### src/rtl/mbr_pkg.sv
// Shared constants, types and CRC helper for the register responder
package mbr_pkg;

	// ----------------------------------------
	// Line timing
	// ----------------------------------------
	localparam int SYS_CLK_HZ = 250_000_000;
	localparam int BAUD_RATE = 19200;
	localparam int BIT_CYCLES_DEF = (SYS_CLK_HZ + BAUD_RATE / 2) / BAUD_RATE;
	localparam int CHAR_BITS = 11;
	localparam int GAP_CHAR_TENTHS = 35;
	// Least time, so round up
	localparam int GAP_CYCLES_DEF = (BIT_CYCLES_DEF * CHAR_BITS * GAP_CHAR_TENTHS + 9) / 10;

	// ----------------------------------------
	// Frame layout
	// ----------------------------------------
	localparam int QUERY_BYTES = 8;
	localparam int Q_ADDR = 0;
	localparam int Q_FUNC = 1;
	localparam int Q_START_HI = 2;
	localparam int Q_START_LO = 3;
	localparam int Q_COUNT_HI = 4;
	localparam int Q_COUNT_LO = 5;
	localparam int REPLY_HDR_BYTES = 3;
	localparam logic [7:0] FUNC_READ_HOLDING = 8'h03;
	localparam logic [15:0] MAX_REG_COUNT = 16'h007d;
	localparam logic [15:0] CRC_INIT = 16'hffff;
	localparam logic [15:0] CRC_POLY = 16'ha001;

	// ----------------------------------------
	// Holding register map
	// ----------------------------------------
	localparam int REG_NUMBER_BASE = 40001;
	localparam logic [15:0] PH_LOW_ADDR = 16'h0006;
	localparam logic [15:0] PH_HIGH_ADDR = 16'h0007;
	localparam int NUM_FLOATS_DEF = 4;
	localparam int FIFO_DEPTH_DEF = 32;
	localparam int BYTE_W = 8;

	typedef struct packed {
		logic [15:0] high_word;
		logic [15:0] low_word;
	} mbr_float_type;

	function automatic logic [15:0] mbr_crc_update(input logic [15:0] crc, input logic [7:0] data);
		logic [15:0] c;
		c = crc ^ {8'h00, data};
		for (int i = 0; i < 8; i++) begin
			c = c[0] ? ((c >> 1) ^ CRC_POLY) : (c >> 1);
		end
		return c;
	endfunction

endpackage

### src/rtl/mbr_fifo.sv
// Byte FIFO with valid/ready on both sides
`timescale 1ns/1ps
`default_nettype none
module mbr_fifo #(
	parameter int WIDTH = mbr_pkg::BYTE_W,
	parameter int DEPTH = mbr_pkg::FIFO_DEPTH_DEF
)(
	input wire logic sys_clk,
	input wire logic reset,
	input wire logic [WIDTH-1:0] in_data,
	input wire logic in_valid,
	output logic in_ready,
	output logic [WIDTH-1:0] out_data,
	output logic out_valid,
	input wire logic out_ready
);
	import mbr_pkg::*;

	localparam int AW = $clog2(DEPTH);

	if (DEPTH < 2 || (1 << AW) != DEPTH) begin : g_depth_check
		$error("FIFO depth must be a power of two, at least 2");
	end

	logic [WIDTH-1:0] mem [DEPTH];
	logic [AW-1:0] wr_ptr_reg, wr_ptr_next, rd_ptr_reg, rd_ptr_next;
	logic [AW:0] fill_reg, fill_next;
	logic push, pop;

	assign in_ready = (fill_reg != (AW+1)'(DEPTH));
	assign out_valid = (fill_reg != '0);
	assign out_data = mem[rd_ptr_reg];
	assign push = in_valid && in_ready;
	assign pop = out_valid && out_ready;

	always_comb begin
		wr_ptr_next = push ? wr_ptr_reg + 1'b1 : wr_ptr_reg;
		rd_ptr_next = pop ? rd_ptr_reg + 1'b1 : rd_ptr_reg;
		fill_next = fill_reg + (AW+1)'(push) - (AW+1)'(pop);
	end

	always_ff @(posedge sys_clk) begin
		if (reset) begin
			wr_ptr_reg <= '0;
			rd_ptr_reg <= '0;
			fill_reg <= '0;
		end else begin
			wr_ptr_reg <= wr_ptr_next;
			rd_ptr_reg <= rd_ptr_next;
			fill_reg <= fill_next;
		end
		if (push) begin
			mem[wr_ptr_reg] <= in_data;
		end
	end
endmodule
`default_nettype wire

### src/rtl/mbr_uart.sv
// Serial transmitter and receiver, 8 data bits, even parity, 1 stop bit
`timescale 1ns/1ps
`default_nettype none
module mbr_uart #(
	parameter int BIT_CYCLES = mbr_pkg::BIT_CYCLES_DEF
)(
	input wire logic sys_clk,
	input wire logic reset,
	input wire logic rxd,
	output logic [7:0] rx_data,
	output logic rx_valid,
	output logic rx_error,
	input wire logic [7:0] tx_data,
	input wire logic tx_valid,
	output logic tx_ready,
	output logic txd,
	output logic tx_busy
);
	import mbr_pkg::*;

	localparam int CW = $clog2(BIT_CYCLES + 1);

	if (BIT_CYCLES < 4) begin : g_bit_check
		$error("Bit period too short");
	end

	typedef enum {RX_IDLE, RX_START, RX_SHIFT, RX_STOP} mbr_rx_state_type;

	// ----------------------------------------
	// Receiver
	// ----------------------------------------
	mbr_rx_state_type rx_state_reg, rx_state_next;
	logic [CW-1:0] rx_cnt_reg, rx_cnt_next;
	logic [3:0] rx_bits_reg, rx_bits_next;
	logic [8:0] rx_shift_reg, rx_shift_next;
	logic [7:0] rx_data_reg, rx_data_next;
	logic rx_valid_reg, rx_valid_next, rx_error_reg, rx_error_next;
	logic rx_tick;

	assign rx_tick = (rx_cnt_reg == '0);
	assign rx_data = rx_data_reg;
	assign rx_valid = rx_valid_reg;
	assign rx_error = rx_error_reg;

	always_comb begin
		rx_state_next = rx_state_reg;
		rx_cnt_next = rx_tick ? rx_cnt_reg : rx_cnt_reg - 1'b1;
		rx_bits_next = rx_bits_reg;
		rx_shift_next = rx_shift_reg;
		rx_data_next = rx_data_reg;
		rx_valid_next = 1'b0;
		rx_error_next = 1'b0;
		unique case (rx_state_reg)
			RX_IDLE: begin
				if (!rxd) begin
					rx_state_next = RX_START;
					rx_cnt_next = CW'(BIT_CYCLES / 2 - 1);
				end
			end
			RX_START: begin
				if (rx_tick) begin
					// A short low pulse is noise, not a start bit
					rx_state_next = rxd ? RX_IDLE : RX_SHIFT;
					rx_cnt_next = CW'(BIT_CYCLES - 1);
					rx_bits_next = '0;
				end
			end
			RX_SHIFT: begin
				if (rx_tick) begin
					rx_shift_next = {rx_shift_reg[7:0], rxd};
					rx_cnt_next = CW'(BIT_CYCLES - 1);
					rx_bits_next = rx_bits_reg + 1'b1;
					if (rx_bits_reg == 4'd8) begin
						rx_state_next = RX_STOP;
					end
				end
			end
			RX_STOP: begin
				if (rx_tick) begin
					rx_state_next = RX_IDLE;
					rx_valid_next = 1'b1;
					rx_data_next = rx_shift_reg[8:1];
					rx_error_next = !rxd || (^rx_shift_reg);
				end
			end
		endcase
	end

	always_ff @(posedge sys_clk) begin
		if (reset) begin
			rx_state_reg <= RX_IDLE;
			rx_cnt_reg <= '0;
			rx_bits_reg <= '0;
			rx_shift_reg <= '0;
			rx_data_reg <= '0;
			rx_valid_reg <= 1'b0;
			rx_error_reg <= 1'b0;
		end else begin
			rx_state_reg <= rx_state_next;
			rx_cnt_reg <= rx_cnt_next;
			rx_bits_reg <= rx_bits_next;
			rx_shift_reg <= rx_shift_next;
			rx_data_reg <= rx_data_next;
			rx_valid_reg <= rx_valid_next;
			rx_error_reg <= rx_error_next;
		end
	end

	// ----------------------------------------
	// Transmitter
	// ----------------------------------------
	logic [CW-1:0] tx_cnt_reg, tx_cnt_next;
	logic [3:0] tx_left_reg, tx_left_next;
	logic [9:0] tx_shift_reg, tx_shift_next;
	logic txd_reg, txd_next;

	assign tx_ready = (tx_left_reg == '0);
	assign tx_busy = !tx_ready;
	assign txd = txd_reg;

	always_comb begin
		tx_cnt_next = tx_cnt_reg;
		tx_left_next = tx_left_reg;
		tx_shift_next = tx_shift_reg;
		txd_next = txd_reg;
		if (tx_ready) begin
			if (tx_valid) begin
				txd_next = 1'b0;
				tx_shift_next = {tx_data, ^tx_data, 1'b1};
				tx_left_next = 4'(CHAR_BITS);
				tx_cnt_next = CW'(BIT_CYCLES - 1);
			end
		end else if (tx_cnt_reg == '0) begin
			tx_left_next = tx_left_reg - 1'b1;
			if (tx_left_reg != 4'd1) begin
				txd_next = tx_shift_reg[9];
				tx_shift_next = {tx_shift_reg[8:0], 1'b1};
				tx_cnt_next = CW'(BIT_CYCLES - 1);
			end
		end else begin
			tx_cnt_next = tx_cnt_reg - 1'b1;
		end
	end

	always_ff @(posedge sys_clk) begin
		if (reset) begin
			tx_cnt_reg <= '0;
			tx_left_reg <= '0;
			tx_shift_reg <= '1;
			txd_reg <= 1'b1;
		end else begin
			tx_cnt_reg <= tx_cnt_next;
			tx_left_reg <= tx_left_next;
			tx_shift_reg <= tx_shift_next;
			txd_reg <= txd_next;
		end
	end
endmodule
`default_nettype wire

### src/rtl/mbr_responder.sv
// Holding-register read responder: query decode, reply build, port steering
`timescale 1ns/1ps
`default_nettype none
// Operation
// - Link is 19200 baud, 8 bits, even, 1 stop
// - Answer function 3 on either serial port
// - Each measurement is a four-byte IEEE float
// - Float low word goes out before high word
// - Within a word, high byte goes first
// - Bits of each byte sent MSB first
// - Protocol address is register number minus 40001
// - Registers are 16 bits; float spans two
// - Reply opens with own address, then 03
// - Third reply byte is twice register count
// - Register value sent upper byte first
// - Reply ends with CRC over preceding bytes
// - RS232 always on; RS485 only when selected
// - RS485 and SDI-12 never drive together
// - Drive shared pair only while replying
// - pH readable at addresses 6 and 7
module mbr_responder #(
	parameter int BIT_CYCLES = mbr_pkg::BIT_CYCLES_DEF,
	parameter int GAP_CYCLES = mbr_pkg::GAP_CYCLES_DEF,
	parameter int NUM_FLOATS = mbr_pkg::NUM_FLOATS_DEF,
	parameter int FIFO_DEPTH = mbr_pkg::FIFO_DEPTH_DEF
)(
	input wire logic sys_clk,
	input wire logic reset,
	input wire logic [7:0] slave_addr,
	input wire logic rs485_select,
	input wire logic sdi12_select,
	input wire mbr_pkg::mbr_float_type [NUM_FLOATS-1:0] meas_values,
	input wire logic rs232_rxd,
	input wire logic rs485_rxd,
	output logic rs232_txd,
	output logic rs485_txd,
	output logic rs485_oe,
	output logic reply_active,
	output logic [7:0] dropped_count
);
	import mbr_pkg::*;

	localparam int FW = $clog2(NUM_FLOATS);
	localparam int GW = $clog2(GAP_CYCLES + 1);
	localparam logic [16:0] NUM_REGS = 17'(NUM_FLOATS * 2);

	// ----------------------------------------
	// Elaboration checks
	// ----------------------------------------
	if (NUM_FLOATS < 1 || (1 << FW) != NUM_FLOATS || NUM_REGS <= 17'(PH_HIGH_ADDR)) begin : g_map_check
		$error("Float count must be a power of two covering the pH registers");
	end
	if (GAP_CYCLES < 2) begin : g_gap_check
		$error("Frame gap too short");
	end

	typedef enum {ST_LISTEN, ST_SEND, ST_DRAIN} mbr_state_type;

	// ----------------------------------------
	// Port steering and serial engine
	// ----------------------------------------
	logic rs485_active_reg, rs485_active_next;
	logic rs232_txd_reg, rs485_txd_reg, rs485_oe_reg;
	logic rs232_txd_next, rs485_txd_next, rs485_oe_next;
	// Registered from the next state so the flag keeps the state's timing
	logic reply_active_reg, reply_active_next;
	logic rx_line;
	logic [7:0] rx_data;
	logic rx_valid, rx_error;
	logic [7:0] fifo_in_data, fifo_out_data;
	logic fifo_in_valid, fifo_in_ready, fifo_out_valid;
	logic uart_tx_ready, uart_txd, uart_tx_busy;

	// The SDI-12 selection owns the shared contacts and wins over RS485
	assign rs485_active_next = rs485_select && !sdi12_select;
	// Idle-high lines merge by AND; a muted port reads as idle
	assign rx_line = rs232_rxd & (rs485_active_reg ? rs485_rxd : 1'b1);

	mbr_uart #(
		.BIT_CYCLES(BIT_CYCLES)
	) u_uart (
		.sys_clk(sys_clk),
		.reset(reset),
		.rxd(rx_line),
		.rx_data(rx_data),
		.rx_valid(rx_valid),
		.rx_error(rx_error),
		.tx_data(fifo_out_data),
		.tx_valid(fifo_out_valid),
		.tx_ready(uart_tx_ready),
		.txd(uart_txd),
		.tx_busy(uart_tx_busy)
	);

	mbr_fifo #(
		.WIDTH(BYTE_W),
		.DEPTH(FIFO_DEPTH)
	) u_fifo (
		.sys_clk(sys_clk),
		.reset(reset),
		.in_data(fifo_in_data),
		.in_valid(fifo_in_valid),
		.in_ready(fifo_in_ready),
		.out_data(fifo_out_data),
		.out_valid(fifo_out_valid),
		.out_ready(uart_tx_ready)
	);

	// ----------------------------------------
	// Query collection
	// ----------------------------------------
	mbr_state_type state_reg, state_next;
	logic [7:0] qbuf_reg [QUERY_BYTES];
	logic [7:0] qbuf_next [QUERY_BYTES];
	logic [3:0] qidx_reg, qidx_next;
	logic [15:0] rx_crc_reg, rx_crc_next;
	logic [GW-1:0] gap_reg, gap_next;
	logic bad_reg, bad_next;
	logic [15:0] start_reg, start_next, count_reg, count_next;
	logic [7:0] dropped_reg, dropped_next;
	logic [15:0] q_start, q_count;
	logic [16:0] q_end;
	logic query_ok;

	assign q_start = {qbuf_reg[Q_START_HI], qbuf_reg[Q_START_LO]};
	assign q_count = {qbuf_reg[Q_COUNT_HI], qbuf_reg[Q_COUNT_LO]};
	assign q_end = {1'b0, q_start} + {1'b0, q_count};
	// A good CRC leaves a zero residue over all eight bytes
	assign query_ok = !bad_reg && qidx_reg == 4'(QUERY_BYTES) && rx_crc_reg == 16'h0000
		&& qbuf_reg[Q_ADDR] == slave_addr && qbuf_reg[Q_FUNC] == FUNC_READ_HOLDING
		&& q_count != 16'h0000 && q_count <= MAX_REG_COUNT && q_end <= NUM_REGS;

	// ----------------------------------------
	// Reply generation
	// ----------------------------------------
	logic [7:0] seq_reg, seq_next;
	logic [15:0] tx_crc_reg, tx_crc_next;
	logic [7:0] byte_cnt, data_end, k;
	logic [15:0] rd_addr, rd_word;
	logic [7:0] reply_byte;

	assign byte_cnt = 8'(count_reg << 1);
	assign data_end = 8'(REPLY_HDR_BYTES) + byte_cnt;
	assign k = seq_reg - 8'(REPLY_HDR_BYTES);
	assign rd_addr = start_reg + {9'h000, k[7:1]};
	// Even address holds the float's low word, so low word goes first
	assign rd_word = rd_addr[0] ? meas_values[rd_addr[FW:1]].high_word
		: meas_values[rd_addr[FW:1]].low_word;

	always_comb begin
		if (seq_reg == 8'd0) begin
			reply_byte = slave_addr;
		end else if (seq_reg == 8'd1) begin
			reply_byte = FUNC_READ_HOLDING;
		end else if (seq_reg == 8'd2) begin
			reply_byte = byte_cnt;
		end else if (seq_reg < data_end) begin
			reply_byte = k[0] ? rd_word[7:0] : rd_word[15:8];
		end else if (seq_reg == data_end) begin
			reply_byte = tx_crc_reg[7:0];
		end else begin
			reply_byte = tx_crc_reg[15:8];
		end
	end

	assign fifo_in_data = reply_byte;
	assign fifo_in_valid = (state_reg == ST_SEND);

	// ----------------------------------------
	// Sequencer
	// ----------------------------------------
	always_comb begin
		state_next = state_reg;
		qbuf_next = qbuf_reg;
		qidx_next = qidx_reg;
		rx_crc_next = rx_crc_reg;
		gap_next = gap_reg;
		bad_next = bad_reg;
		start_next = start_reg;
		count_next = count_reg;
		dropped_next = dropped_reg;
		seq_next = seq_reg;
		tx_crc_next = tx_crc_reg;
		unique case (state_reg)
			ST_LISTEN: begin
				if (rx_valid) begin
					gap_next = '0;
					if (qidx_reg < 4'(QUERY_BYTES)) begin
						qbuf_next[qidx_reg[2:0]] = rx_data;
						qidx_next = qidx_reg + 1'b1;
						rx_crc_next = mbr_crc_update(rx_crc_reg, rx_data);
					end else begin
						bad_next = 1'b1;
					end
					if (rx_error) begin
						bad_next = 1'b1;
					end
				end else if (qidx_reg != '0) begin
					if (gap_reg == GW'(GAP_CYCLES - 1)) begin
						if (query_ok) begin
							state_next = ST_SEND;
							start_next = q_start;
							count_next = q_count;
							seq_next = '0;
							tx_crc_next = CRC_INIT;
						end else if (dropped_reg != 8'hff) begin
							dropped_next = dropped_reg + 1'b1;
						end
						qidx_next = '0;
						bad_next = 1'b0;
						rx_crc_next = CRC_INIT;
						gap_next = '0;
					end else begin
						gap_next = gap_reg + 1'b1;
					end
				end
			end
			ST_SEND: begin
				if (fifo_in_ready) begin
					seq_next = seq_reg + 1'b1;
					if (seq_reg < data_end) begin
						tx_crc_next = mbr_crc_update(tx_crc_reg, reply_byte);
					end
					if (seq_reg == data_end + 8'd1) begin
						state_next = ST_DRAIN;
					end
				end
			end
			ST_DRAIN: begin
				// Hold the line until the last stop bit has left
				if (!fifo_out_valid && !uart_tx_busy) begin
					state_next = ST_LISTEN;
				end
			end
		endcase
	end

	// Pins are registered so every output leaves a flip-flop
	always_comb begin
		rs232_txd_next = uart_txd;
		rs485_txd_next = uart_txd;
		rs485_oe_next = rs485_active_reg && (state_reg != ST_LISTEN);
		reply_active_next = (state_next != ST_LISTEN);
	end

	always_ff @(posedge sys_clk) begin
		if (reset) begin
			state_reg <= ST_LISTEN;
			qidx_reg <= '0;
			rx_crc_reg <= CRC_INIT;
			gap_reg <= '0;
			bad_reg <= 1'b0;
			start_reg <= '0;
			count_reg <= '0;
			dropped_reg <= '0;
			seq_reg <= '0;
			tx_crc_reg <= CRC_INIT;
			rs485_active_reg <= 1'b0;
			rs232_txd_reg <= 1'b1;
			rs485_txd_reg <= 1'b1;
			rs485_oe_reg <= 1'b0;
			reply_active_reg <= 1'b0;
		end else begin
			state_reg <= state_next;
			qidx_reg <= qidx_next;
			rx_crc_reg <= rx_crc_next;
			gap_reg <= gap_next;
			bad_reg <= bad_next;
			start_reg <= start_next;
			count_reg <= count_next;
			dropped_reg <= dropped_next;
			seq_reg <= seq_next;
			tx_crc_reg <= tx_crc_next;
			rs485_active_reg <= rs485_active_next;
			rs232_txd_reg <= rs232_txd_next;
			rs485_txd_reg <= rs485_txd_next;
			rs485_oe_reg <= rs485_oe_next;
			reply_active_reg <= reply_active_next;
		end
		qbuf_reg <= qbuf_next;
	end

	assign rs232_txd = rs232_txd_reg;
	assign rs485_txd = rs485_txd_reg;
	assign rs485_oe = rs485_oe_reg;
	assign reply_active = reply_active_reg;
	assign dropped_count = dropped_reg;
endmodule
`default_nettype wire

### config.mk
export PLATFORM = sky130hd
export DESIGN_NAME = mbr_responder
export DESIGN_NICKNAME = d
export VERILOG_FILES = /design/src/rtl/mbr_pkg.sv /design/src/rtl/mbr_fifo.sv /design/src/rtl/mbr_uart.sv /design/src/rtl/mbr_responder.sv
export SDC_FILE = /design/constraint.sdc
export NUM_CORES = 1
export LEC_CHECK = 0
export ABC_AREA = 0
export BUFFER_PORTS_ARGS = -buffer_cell sky130_fd_sc_hd__buf_2
export CORE_ASPECT_RATIO = 0.75
export CORE_MARGIN = 3
export CORE_UTILIZATION = 55
export CTS_CLUSTER_DIAMETER = 200
export DETAILED_ROUTE_END_ITERATION = 10
export GPL_TIMING_DRIVEN = 0
export PLACE_DENSITY_LB_ADDON = 0.05
export SYNTH_ARGS = -nofsm -noshare
export SYNTH_HDL_FRONTEND = slang
export SYNTH_SLANG_ARGS = --single-unit
### constraint.sdc
create_clock -name sys_clk -period 7 [get_ports sys_clk]
set_clock_uncertainty 0.2 [all_clocks]
set_input_delay 0.35 -clock sys_clk [delete_from_list [all_inputs] [get_ports sys_clk]]
set_output_delay 0.35 -clock sys_clk [all_outputs]
set_load 0.02 [all_outputs]
==> impl_metrics.ini <==
[run_status]
status = completed

[die]
die_h_um = 188
core_mm2 = 0.0428
num_rows = 65
initial_utilization_pct = 56.7
die_w_um = 248
io_pins = 154
dieArea_mm2 = 0.0467

[layout]
layout-drive-gt1-share_pct = 16.7
areaGrowthSynthToFinish_pct = 13.6
final_nets = 2484
largest_reg_flops = 256
multi_input_area_mm2 = 0.0104
regArea_mm2 = 0.0133
final_cells = 2885
diodes = 0
n_fill_cell = 3329

[placement]
place_inst = 2792
gp_congestion = 0.950
dp.final_hpwl_um = 47600
io_buffers = 153

[detailed_routing]
ant_nets = 0
viasPerCell = 6.13
first_pass_iters = 6
wl_per_cell_um = 22.3
dr_total_vias = 17674
drc = 0
routed_wl_um = 64300
drt_iter0_drc = 1842

[global_route]
grt_max_degree = 34
grt_pass1_wl_um = 99300
grtUsageMet1_pct = 42.2
grt.total_usage_pct = 27.3
grt_busiest_layer = met1
antenna_found_initial = 0
grt_pass1_vias = 16789
grt_overflow_total = 0
globalRouteMet3Util_pct = 4.96
grt_use_met2_pct = 40.4

[sta]
rsz0062_at_grt = no
setup_viol_count_final = 0
relSlewSlack_pct = 15.7
final.period_utilization_pct = 94.4
hold_viol = 0
finalMaxSlewViolations = 0
tightest_slew_ns = 1.26
max_freq_mhz = 151
fin_crit_ns = 6.61
holdWs_ns = 0.120

[yosys]
post_synth_num_cell_types = 93
synth_edf_count = 304
yosysWarnings = 0
async_flop_share_pct = 0
syn_nets = 2270
netlist_area_mm2 = 0.0243
synth_seq_cells = 510
yosysSeqAreaShare_pct = 54.6
postSynthAreaPerCell_um2 = 11.8
synthFlopType = edfxtp_1
synth_cells = 2063

[setup_path]
critPathArrivalTime_ns = 6.85
rr_worst_depth = 19
r2r_slack_ns = 0.39
worstReg2RegEnd = tx_crc_reg[0]$_SDFFE_PP1P_
crit_fanout = 33
worstReg2RegStart = seq_reg[0]$_SDFFE_PP0P_
crit_required_ns = 7.24
path_class = reg2reg
end_kind = register
startpoint_type = register

[clock_network]
cts.htree.levels = 2
clock_latency_ns = 0.57
tritoncts = yes
cts.sinks = 510
cts_buffer_depth = 3
cts_inserted_buffers = 49
cts.clk_slew.worst_paths_ns = 0.06
clockRootBuffer = clkbuf_16

[worst_hold_path]
hp-start = rs232_rxd
holdPathStages = 4
hold_path_class = in2reg
hold_path_end = u_uart.rx_shift_reg[0]$_SDFFE_PP0P_

[run]
maxCapViolations = 0

[pwr]
powerDensity_mw_per_mm2 = 279
p_leak_nw = 9.70
ir_drop_mv = 0.256
metal layers:
layer / vias to the layer above / share of wire, %
met5: - / 0
li1: 8144 / -
met2: 793 / 43
met3: 74 / 9.0
met1: 8663 / 46
met4: 0 / 1.6
critical path, stage by stage, from the launching register on:
cell and delay (ns):
dfxtp_2 0.47, clkbuf_2 0.35, inv_1 0.31, ha_1 0.45
ha_1 0.22, fa_1 0.41, xnor3_2 0.36, xnor2_4 0.39
buf_6 0.23, buf_12 0.17, mux2i_1 0.24, o22ai_1 0.15
o41a_2 0.78, xnor2_2 0.27, xnor2_1 0.36, xnor2_1 0.17
xnor3_2 0.32, xor3_1 0.40, nor3_2 0.14, o21ai_2 0.07
cells by family (layout without fill, tap and decap cells):
family	after synthesis	count (layout)	synth area share, %
and+or+nand+nor	693	693	13.9
DFF	510	510	54.6
AOI/OAI and AO/OA	358	358	9.51
buffers and inverters	156	409	2.64
muxes	153	153	10.8
xor gates and xnor gates	128	128	5.04
adders and majority gates	65	65	3.45
area by class of cell:
cell class	instances	area share, %
Inverter	54	0.736
Clock inverter	25	0.976
Timing Repair Buffer	163	3.27
Multi-Input combinational cell	1397	37.8
Buffer	102	1.59
Tap cell	569	2.58
Clock buffer	65	4.89
Sequential cell	510	48.1
Yosys cell counts, types with 8 or more instances:
cell	instances	area share [%]
and3_1	16	0.41
or4_1	10	0.31
a21oi_1	108	2.2
xnor2_1	67	2.4
a31oi_1	9	0.23
o22ai_1	15	0.39
nand3_1	59	1.2
mux4_2	86	8.0
nand4_1	22	0.57
or3b_2	9	0.32
nor3b_1	9	0.28
dfxtp_1	206	17
nand2b_1	8	0.21
and2_1	39	1.0
o211ai_1	16	0.50
nor2_1	192	3.0
clkbuf_1	78	1.2
nor3_1	56	1.2
nor2b_1	14	0.36
mux2i_1	55	2.3
or3_1	13	0.34
inv_1	52	0.80
a21o_1	15	0.46
ha_1	62	3.2
nor4_1	32	0.83
xor2_1	53	1.9
o21a_1	9	0.28
edfxtp_1	304	38
nand3b_1	8	0.25
a211oi_1	27	0.84
nand2_1	181	2.8
mux2_2	11	0.51
o21ai_0	80	1.7
buf_1	14	0.22
power breakdown:
| group | switching (mW) | internal [mW] |
|---|---|---|
| Sequential | 0.0957 | 3.29 |
| Combinational | 0.946 | 0.705 |
| Clock | 1.11 | 1.54 |
what timing repair did:
action / in CTS / in global routing
gates resized for setup: 5 / 1
setup endpoints to repair: 3 / 1
setup buffers: 0 / 0
hold endpoints to repair: 3 / 0
hold buffers: 3 / 0
cloned: 0 / 0
how the worst max path moves through the flow:
stage                            start                    endpoint  depth (start not counted)
2_1_floorplan  seq_reg[0]$_SDFFE_PP0P_  tx_crc_reg[0]$_SDFFE_PP1P_                         20
4_1_cts        seq_reg[0]$_SDFFE_PP0P_  tx_crc_reg[0]$_SDFFE_PP1P_                         19
6_report       seq_reg[0]$_SDFFE_PP0P_  tx_crc_reg[0]$_SDFFE_PP1P_                         19
5_1_grt        seq_reg[0]$_SDFFE_PP0P_  tx_crc_reg[0]$_SDFFE_PP1P_                         19
3_5_place_dp   seq_reg[0]$_SDFFE_PP0P_  tx_crc_reg[0]$_SDFFE_PP1P_                         20
3_3_place_gp   seq_reg[0]$_SDFFE_PP0P_  tx_crc_reg[0]$_SDFFE_PP1P_                         18
metrics by stage:
step                util, %  area (um2)  power [mW]  worst slack (ns)  TNS (ns)
floorplan                 -       24300        4.62             0.586         0
global placement       60.2       25700        5.03             -2.09   -120.16
detailed placement     60.5       25900        5.08            -0.526     -1.02
CTS                    64.4       27500        7.72             0.232         0
global route           64.4       27600        8.05            0.0727         0
finish                 64.4       27600        7.69             0.389         0
cells in the final DEF (no fill, tap or decap), types with 56 or more instances in the layout:
master and count:
mux4_2 86, ha_1 62, clkbuf_1 87, xnor2_1 67, nand3_1 59, dfxtp_1 205
a21oi_1 106, nor3_1 56, buf_2 157, nor2_1 192, o21ai_0 78, nand2_1 181
edfxtp_1 304
No activity file was read; power rests on OpenSTA's default activity.
